==> src/rtl/clhp_pkg.sv <==
// Constants, types and timing counts for the character display host port
package clhp_pkg;

    // ------------------------------------------------------------
    // Clock and timing
    // ------------------------------------------------------------
    localparam int CLK_PERIOD_NS = 8;
    localparam int EXEC_NS       = 38000;     // Ordinary instruction or data write
    localparam int LONG_EXEC_NS  = 1520000;   // Clear or return home
    localparam int EXEC_CYC      = (EXEC_NS + CLK_PERIOD_NS - 1) / CLK_PERIOD_NS;
    localparam int LONG_EXEC_CYC = (LONG_EXEC_NS + CLK_PERIOD_NS - 1) / CLK_PERIOD_NS;
    localparam int ROW_CYC       = 1024;      // Clock cycles per scanned common row
    localparam int BUSY_W        = 18;

    // ------------------------------------------------------------
    // Memory geometry
    // ------------------------------------------------------------
    localparam int CELLS         = 16;        // One line of sixteen cells
    localparam int HALF_CELLS    = 8;
    localparam int COMMONS       = 16;        // One-sixteenth duty
    localparam int DOT_COLS      = 5;
    localparam int CODE_DEPTH    = 80;        // Character code store
    localparam int GLYPH_DEPTH   = 64;        // Custom glyph store, 64 x 8
    localparam int ROM_SMALL     = 192;       // Fixed glyphs, 5 x 7 font
    localparam int ROM_LARGE     = 32;        // Fixed glyphs, 5 x 10 font
    localparam logic [6:0] SECOND_BASE = 7'h40; // Address group for cells 9..16
    localparam logic [6:0] GROUP_LAST  = 7'h27; // Last address of first group
    localparam logic [6:0] SECOND_LAST = 7'h67; // Last address of second group
    localparam logic [6:0] GROUP_SPAN  = 7'd40; // Codes held per group
    localparam logic [2:0] CURSOR_LINE = 3'd7;  // Cursor row below the 5 x 7 font
    localparam logic       DL_RESET    = 1'b1;  // Eight-bit bus after reset

    // ------------------------------------------------------------
    // Types
    // ------------------------------------------------------------
    typedef struct packed {
        logic target_select;  // High: character data, low: instruction path
        logic dir_read;       // High: device to host
        logic strobe;         // Transfer strobe
    } clhp_ctl_t;

    typedef enum logic [0:0] {
        NIB_HI = 1'b0,
        NIB_LO = 1'b1
    } clhp_nib_t;

endpackage : clhp_pkg

==> src/rtl/clhp_top.sv <==
// Host port, code and glyph stores and row scanner of a 16 x 1 character display
// Function
// - Target select high picks character data, low picks instruction path.
// - Port works with a four-bit or an eight-bit host data path.
// - Cells 1-8 show addresses 00-07, cells 9-16 show 40-47 hex.
// - Sixteen cells on one line, five-by-seven font plus cursor row.
// - Custom glyph store of 64 bytes, eight glyphs of five by eight.
// - Character code store holds up to eighty eight-bit codes.
// - Fixed glyphs are a stand-in pattern from code bits 4..0 and the row.
// - Sixteen common rows are scanned in turn at one-sixteenth duty.
// - Data write outside a busy period stores the byte at the addressed code or glyph location.
// - Instruction read returns busy on bit 7 and pointer below.
`timescale 1ns/100ps
module clhp_top
    import clhp_pkg::*;
#(
    parameter int EXEC_CYCLES      = EXEC_CYC,
    parameter int LONG_EXEC_CYCLES = LONG_EXEC_CYC,
    parameter int ROW_CYCLES       = ROW_CYC
) (
    input  wire logic               CLK_SYS_I,
    input  wire logic               RST_B_I,
    input  wire clhp_pkg::clhp_ctl_t HOST_CTL_I,
    input  wire logic [7:0]         HOST_BUS_LINES_I,
    output logic      [7:0]         HOST_BUS_LINES_O,
    output logic                    HOST_BUS_LINES_OE_O,
    output logic      [15:0]        COMMON_ROW_O,
    output logic      [39:0]        SEGMENT_DOTS_O
);
    import clhp_pkg::*;

    // ------------------------------------------------------------
    // Storage and state
    // ------------------------------------------------------------
    logic [7:0]        char_code_ram [CODE_DEPTH];
    logic [7:0]        custom_glyph_ram [GLYPH_DEPTH];
    logic              strobe_q;
    clhp_nib_t         nib_q;
    logic [3:0]        hi_nib_q;
    logic              bus8_q;
    logic [6:0]        ram_pointer_q;
    logic              glyph_sel_q;
    logic              disp_on_q;
    logic              cursor_on_q;
    logic [BUSY_W-1:0] busy_cnt_q;
    logic              internal_op_flag;
    logic [15:0]       tick_q;
    logic [3:0]        row_q;
    logic [39:0]       seg_d;

    logic              fall;
    logic              byte_done;
    logic [7:0]        in_byte;
    logic              wr_byte;
    logic              rd_byte;
    logic [6:0]        code_idx;
    logic              code_valid;
    logic [7:0]        rd_data;
    logic [7:0]        out_byte;

    // ------------------------------------------------------------
    // Strobe and nibble pairing
    // ------------------------------------------------------------
    // Inputs are synchronous, so one stage is enough to see the falling edge
    always_ff @(posedge CLK_SYS_I or negedge RST_B_I) begin
        if (!RST_B_I) begin
            strobe_q <= 1'b0;
        end else begin
            strobe_q <= HOST_CTL_I.strobe;
        end
    end

    assign fall      = strobe_q & ~HOST_CTL_I.strobe;
    assign byte_done = fall & (bus8_q | (nib_q == NIB_LO));
    assign in_byte   = bus8_q ? HOST_BUS_LINES_I : {hi_nib_q, HOST_BUS_LINES_I[7:4]};
    // Writes during an internal operation are dropped, reads still served
    assign wr_byte   = byte_done & ~HOST_CTL_I.dir_read & ~internal_op_flag;
    assign rd_byte   = byte_done & HOST_CTL_I.dir_read;

    // High nibble first on lines 7..4, low nibble second
    always_ff @(posedge CLK_SYS_I or negedge RST_B_I) begin
        if (!RST_B_I) begin
            nib_q    <= NIB_HI;
            hi_nib_q <= 4'h0;
        end else if (fall && !bus8_q) begin
            nib_q    <= (nib_q == NIB_HI) ? NIB_LO : NIB_HI;
            hi_nib_q <= HOST_BUS_LINES_I[7:4];
        end else if (bus8_q) begin
            nib_q    <= NIB_HI;
        end
    end

    // ------------------------------------------------------------
    // Address mapping of the code store
    // ------------------------------------------------------------
    // Two groups of forty: 00..27 and 40..67; gap addresses hold nothing
    function automatic logic [6:0] code_index(input logic [6:0] a);
        code_index = a[6] ? (7'(a[5:0]) + GROUP_SPAN) : a;
    endfunction : code_index

    assign code_idx   = code_index(ram_pointer_q);
    assign code_valid = (ram_pointer_q <= GROUP_LAST) ||
                        ((ram_pointer_q >= SECOND_BASE) && (ram_pointer_q <= SECOND_LAST));

    // ------------------------------------------------------------
    // Instruction decode, pointer and busy
    // ------------------------------------------------------------
    // Pointer steps after every data read and every data write not dropped as busy, wrapping inside its store
    always_ff @(posedge CLK_SYS_I or negedge RST_B_I) begin
        if (!RST_B_I) begin
            ram_pointer_q <= 7'h00;
            glyph_sel_q   <= 1'b0;
            bus8_q        <= DL_RESET;
            disp_on_q     <= 1'b0;
            cursor_on_q   <= 1'b0;
        end else if ((wr_byte || rd_byte) && HOST_CTL_I.target_select) begin
            if (glyph_sel_q) begin
                ram_pointer_q <= {1'b0, ram_pointer_q[5:0] + 6'h01};
            end else if (ram_pointer_q == GROUP_LAST) begin
                ram_pointer_q <= SECOND_BASE;
            end else if (ram_pointer_q == SECOND_LAST) begin
                ram_pointer_q <= 7'h00;
            end else begin
                ram_pointer_q <= ram_pointer_q + 7'h01;
            end
        end else if (wr_byte) begin
            if (in_byte[7]) begin
                ram_pointer_q <= in_byte[6:0];
                glyph_sel_q   <= 1'b0;
            end else if (in_byte[6]) begin
                ram_pointer_q <= {1'b0, in_byte[5:0]};
                glyph_sel_q   <= 1'b1;
            end else if (in_byte[5]) begin
                bus8_q        <= in_byte[4];
            end else if (in_byte[3]) begin
                disp_on_q     <= in_byte[2];
                cursor_on_q   <= in_byte[1];
            end else if (in_byte[7:2] == 6'h00 && in_byte[1:0] != 2'b00) begin
                ram_pointer_q <= 7'h00;
                glyph_sel_q   <= 1'b0;
            end
        end
    end

    // Busy count; clear and home take the long figure
    always_ff @(posedge CLK_SYS_I or negedge RST_B_I) begin
        if (!RST_B_I) begin
            busy_cnt_q <= '0;
        end else if (wr_byte) begin
            busy_cnt_q <= (!HOST_CTL_I.target_select && in_byte[7:2] == 6'h00)
                          ? BUSY_W'(LONG_EXEC_CYCLES) : BUSY_W'(EXEC_CYCLES);
        end else if (busy_cnt_q != '0) begin
            busy_cnt_q <= busy_cnt_q - BUSY_W'(1);
        end
    end
    assign internal_op_flag = (busy_cnt_q != '0);

    // ------------------------------------------------------------
    // Stores
    // ------------------------------------------------------------
    always_ff @(posedge CLK_SYS_I) begin
        if (wr_byte && HOST_CTL_I.target_select) begin
            if (glyph_sel_q) begin
                custom_glyph_ram[ram_pointer_q[5:0]] <= in_byte;
            end else if (code_valid) begin
                char_code_ram[code_idx] <= in_byte;
            end
        end
    end

    // ------------------------------------------------------------
    // Read path
    // ------------------------------------------------------------
    always_comb begin
        if (!HOST_CTL_I.target_select) begin
            rd_data = {internal_op_flag, ram_pointer_q};
        end else if (glyph_sel_q) begin
            rd_data = custom_glyph_ram[ram_pointer_q[5:0]];
        end else if (code_valid) begin
            rd_data = char_code_ram[code_idx];
        end else begin
            rd_data = 8'h00;
        end
        if (bus8_q || nib_q == NIB_HI) begin
            out_byte = rd_data;
        end else begin
            out_byte = {rd_data[3:0], 4'h0};
        end
    end

    // One cycle behind the strobe; the host samples late in the high phase
    always_ff @(posedge CLK_SYS_I or negedge RST_B_I) begin
        if (!RST_B_I) begin
            HOST_BUS_LINES_O    <= 8'h00;
            HOST_BUS_LINES_OE_O <= 1'b0;
        end else begin
            HOST_BUS_LINES_O    <= out_byte;
            HOST_BUS_LINES_OE_O <= HOST_CTL_I.strobe & HOST_CTL_I.dir_read;
        end
    end

    // ------------------------------------------------------------
    // Fixed glyphs
    // ------------------------------------------------------------
    // Stand-in pattern until the mask table is filled; codes past the
    // small-font range get the same stand-in pattern, with no 5 x 10 set
    function automatic logic [4:0] rom_row(input logic [7:0] code, input logic [2:0] line);
        rom_row = code[4:0] ^ {5{line[0]}} ^ {2'b00, line};
    endfunction : rom_row

    // ------------------------------------------------------------
    // Row scan
    // ------------------------------------------------------------
    always_ff @(posedge CLK_SYS_I or negedge RST_B_I) begin
        if (!RST_B_I) begin
            tick_q <= 16'h0000;
            row_q  <= 4'h0;
        end else if (tick_q == 16'(ROW_CYCLES - 1)) begin
            tick_q <= 16'h0000;
            row_q  <= row_q + 4'h1;
        end else begin
            tick_q <= tick_q + 16'h0001;
        end
    end

    // Lower eight commons serve cells 1..8, upper eight cells 9..16
    genvar c;
    generate
        for (c = 0; c < HALF_CELLS; c++) begin : g_cell
            logic [6:0] addr;
            logic [7:0] code;
            logic [4:0] dots;
            logic       at_cursor;
            assign addr = row_q[3] ? (SECOND_BASE + 7'(c)) : 7'(c);
            assign code = char_code_ram[code_index(addr)];
            assign at_cursor = cursor_on_q & ~glyph_sel_q & (ram_pointer_q == addr);
            always_comb begin
                if (code[7:4] == 4'h0) begin
                    dots = custom_glyph_ram[{code[2:0], row_q[2:0]}][4:0];
                end else begin
                    dots = rom_row(code, row_q[2:0]);
                end
                if (row_q[2:0] == CURSOR_LINE && at_cursor) begin
                    dots = 5'h1f;
                end
                seg_d[c*DOT_COLS +: DOT_COLS] = disp_on_q ? dots : 5'h00;
            end
        end
    endgenerate

    always_ff @(posedge CLK_SYS_I or negedge RST_B_I) begin
        if (!RST_B_I) begin
            COMMON_ROW_O   <= 16'h0001;
            SEGMENT_DOTS_O <= 40'h00_0000_0000;
        end else begin
            COMMON_ROW_O   <= 16'h0001 << row_q;
            SEGMENT_DOTS_O <= seg_d;
        end
    end
endmodule : clhp_top

==> config.mk <==
export PLATFORM = sky130hd
export DESIGN_NAME = clhp_top
export DESIGN_NICKNAME = d
export VERILOG_FILES = /design/src/rtl/clhp_pkg.sv /design/src/rtl/clhp_top.sv
export SDC_FILE = /design/constraint.sdc
export NUM_CORES = 2
export LEC_CHECK = 0
export BUFFER_PORTS_ARGS = -buffer_cell sky130_fd_sc_hd__buf_2
export CAP_MARGIN = 20
export CORE_UTILIZATION = 63
export CTS_BUF_LIST = sky130_fd_sc_hd__clkbuf_4 sky130_fd_sc_hd__clkbuf_8 sky130_fd_sc_hd__clkbuf_16
export DETAILED_ROUTE_END_ITERATION = 7
export PLACE_DENSITY_LB_ADDON = 0.08
export SLEW_MARGIN = 25
export SYNTH_ARGS = -nofsm -noshare
export SYNTH_HDL_FRONTEND = slang
export SYNTH_SLANG_ARGS = --single-unit
==> constraint.sdc <==
create_clock -name CLK_SYS_I -period 4.3 [get_ports CLK_SYS_I]
set_input_delay 0.43 -clock CLK_SYS_I [delete_from_list [all_inputs] [get_ports CLK_SYS_I]]
set_output_delay 0.43 -clock CLK_SYS_I [all_outputs]
set_load 0.02 [all_outputs]
==> results.toml <==
[sta]
setup_slack_ns = 0.127
worst_pin_slew_ns = 1.20
timing.setup.tns_ns = 0
whs_ns = 0.181
final-hold-violation-count = 0
finalSetupViolations = 0
skew_ns = 0.0379
rsz0062_at_grt = "no"
period_share_pct = 97.0
max-slew-margin-rel_pct = 19.1
fmaxAchievable_mhz = 240
period_needed_ns = 4.17
drv_slew = 0

[critical_path]
worstPathRequired_ns = 4.97
critPathLaunchType = "register"
cp_max_fo = 33
r2r-start = "ram_pointer_q[1]$_DFFE_PN0P_"
arrival_ns = 4.84
critPathKind = "reg2reg"
cp-end-kind = "register"
timing.rr.end = "HOST_BUS_LINES_O[1]$_DFF_PN0_"
rr_worst_depth = 9
rrSetupSlack_ns = 0.13

[run]
drv_cap = 0

[floorplanning]
core_sq_um = 90000
die-area_sq_um = 92200
initial_core_util_pct = 63.7
io-pin-count = 78
core.rowCount = 110
die_h_um = 304
die-width_um = 304

[hold_path]
hp-class = "in2reg"
min_path_cells = 2
whs_endpoint = "char_code_ram[69][1]$_DFFE_PP_"
hold_start = "HOST_BUS_LINES_I[1]"

[global_route]
track_usage_pct = 41.6
gr-total-overflow = 0
grt_max_degree = 91
grt_pass1_wl_mm = 269
antenna_found_initial = 7
grt_pass1_vias = 37600

[yosys]
syn_inst = 3794
yosysUniqueCellTypes = 93
synth_area_leaders = "edfxtp_1 60%, dfrtp_1 5.2%, mux4_2 5.0%"
yosysTopAreaCell = "edfxtp_1"
syn_nets = 3823
yosys_warnings = 0
ys_seq_elements = 1272
synth_area_sq_um = 57300
synth_top_area_share_pct = 60.4
postSynthAreaPerCell_sq_um = 15.1
synth_most_common_cell = "edfxtp_1"
ys_seq_area_share_pct = 65.6
yosys-top-cells-count = "1152 x edfxtp_1, 322 x nor2_1, 253 x mux2i_1"
async_flop_share_pct = 9.43
synth_enable_flop_cells = 1152
ys.flop_type = "edfxtp_1"

[routing]
wirelength_mm = 190
via_per_inst = 7.34
vias = 39200
drc = 9
first_iter_violations = 6355
ant_nets = 0
first_pass_iters = 8
routedWlPerCell_um = 35.6

[clock_network]
ctsHtreeMaxLevel = 4
path_clk_slew_ns = 0.06
cts_sinks = 1272
clk_latency_ns = 0.76
tritoncts.num_buffers = 131
cts_root_buffer = "clkbuf_16"
clk_path_buf_depth = 3
cts_tree = "done"

[place]
dpl.hpwl_mm = 125
place.port_buffers = 77
post-place-ws_ns = 0.132
gp_congestion = 1.00

[power_and_ir_drop]
fin_total_pwr_w = 0.0335
ir_drop_mv = 0.500
p_leak_nw = 22.7
pwr_density_cell_nw_per_um2 = 516

[layout]
finalNetCount = 4094
final_core_utilization_pct = 72.0
fill_cells = 5709
layout-drive-gt1-share_pct = 22.9
syn2layout_area_growth_pct = 13.1

[run_status]
status = "complete, but fails checks"
violations = "design-rule violations"
==> critical path: stages, from the launching register on <==
cell and delay (ns):
dfrtp_4 0.79, buf_4 0.45, nor2b_4 0.44, buf_4 0.38
o2bb2ai_1 0.20, nand2_1 0.09, a21oi_1 0.69, o41ai_1 0.42
a41oi_1 0.34, and2_1 0.23
==> cell families after synthesis <==
logic type               Yosys count  synth area share [%]
AO/OA/AOI/OAI                    852                  10.8
buffers and inverters            291                  2.85
multiplexers                     569                  13.7
AND/OR/NAND/NOR                  755                  6.02
XOR/XNOR                          39                 0.596
flip-flops                      1272                  65.6
adder cells (fa/ha/maj)           16                 0.349
==> placed cells by master (no fill, tap or decap), drive strengths merged, types with 29 or more instances in the layout <==
cell type	count
o21ai	118
dfrtp	118
mux2	165
a221oi	74
o22ai	34
nand2	188
a22oi	133
o211ai	54
nor2	322
a211oi	29
a221o	40
clkbuf	162
inv	38
a21oi	120
clkinv	49
mux2i	258
a31oi	32
nor3	43
buf	391
edfxtp	1152
mux4	146
o2bb2ai	31
nand2b	37
==> flip-flops by register name, indices dropped and copies added, names as in the netlist, 4 cells and up <==
| register | cells |
|---|---|
| COMMON_ROW_O | 16 |
| HOST_BUS_LINES_O | 8 |
| SEGMENT_DOTS_O | 40 |
| busy_cnt_q | 18 |
| char_code_ram | 640 |
| custom_glyph_ram | 512 |
| hi_nib_q | 4 |
| ram_pointer_q | 7 |
| row_q | 4 |
| tick_q | 16 |
==> timing repair <==
action                                 4_1_cts  5_1_grt
endpoints found under the hold margin       60        0
hold buffers                                 7        0
buffers inserted                             0        0
gates resized for setup                      0        0
==> worst max path at each step <==
stage / slack [ns] / startpoint / to / cells past startpoint
2_1_floorplan: 0.70 / bus8_q$_DFFE_PN1P_ / ram_pointer_q[0]$_DFFE_PN0P_ / 8
3_3_place_gp: 0.23 / ram_pointer_q[2]$_DFFE_PN0P_ / HOST_BUS_LINES_O[6]$_DFF_PN0_ / 8
3_5_place_dp: 0.13 / ram_pointer_q[2]$_DFFE_PN0P_ / HOST_BUS_LINES_O[6]$_DFF_PN0_ / 8
4_1_cts: 0.06 / ram_pointer_q[2]$_DFFE_PN0P_ / HOST_BUS_LINES_O[6]$_DFF_PN0_ / 8
5_1_grt: 0.1 / ram_pointer_q[2]$_DFFE_PN0P_ / HOST_BUS_LINES_O[6]$_DFF_PN0_ / 8
6_report: 0.13 / ram_pointer_q[1]$_DFFE_PN0P_ / HOST_BUS_LINES_O[1]$_DFF_PN0_ / 9
==> metrics by stage <==
| step | instances | instance area (sq um) |
|---|---|---|
| floorplan | 3794 | 57300 |
| finish | 5344 | 64800 |
| CTS | 5341 | 64800 |
| detailed placement | 5100 | 60500 |
| global route | 5342 | 64800 |
| global placement | 5100 | 60500 |
==> per-layer routing <==
metal	vias up	part of all wire [%]	GRT usage (%)
met4	8	4.9	18.3
met3	600	14	12.5
met2	3361	44	61.3
met1	19500	36	57.7
met5	-	0.030	0
li1	15800	-	-
==> cell type report <==
type / count / area [sq um] / share of cell area [%]
well taps: 1176 / 1470 / 2.27
inverters: 31 / 124 / 0.191
clock buffers: 162 / 3590 / 5.54
multi-input cells: 2231 / 18200 / 28.1
repair buffers: 398 / 3150 / 4.86
diodes: 2 / 5.00 / 0.00772
flip-flops and latches: 1272 / 37600 / 58.0
clock inverters: 72 / 656 / 1.01
==> power by group <==
part	internal [W]	total (W)	switching [W]
sequential	0.0137	0.0140	0.000230
clock	0.00650	0.0113	0.00482
combinational	0.00254	0.00820	0.00566
(Power assumes the default switching activity.)
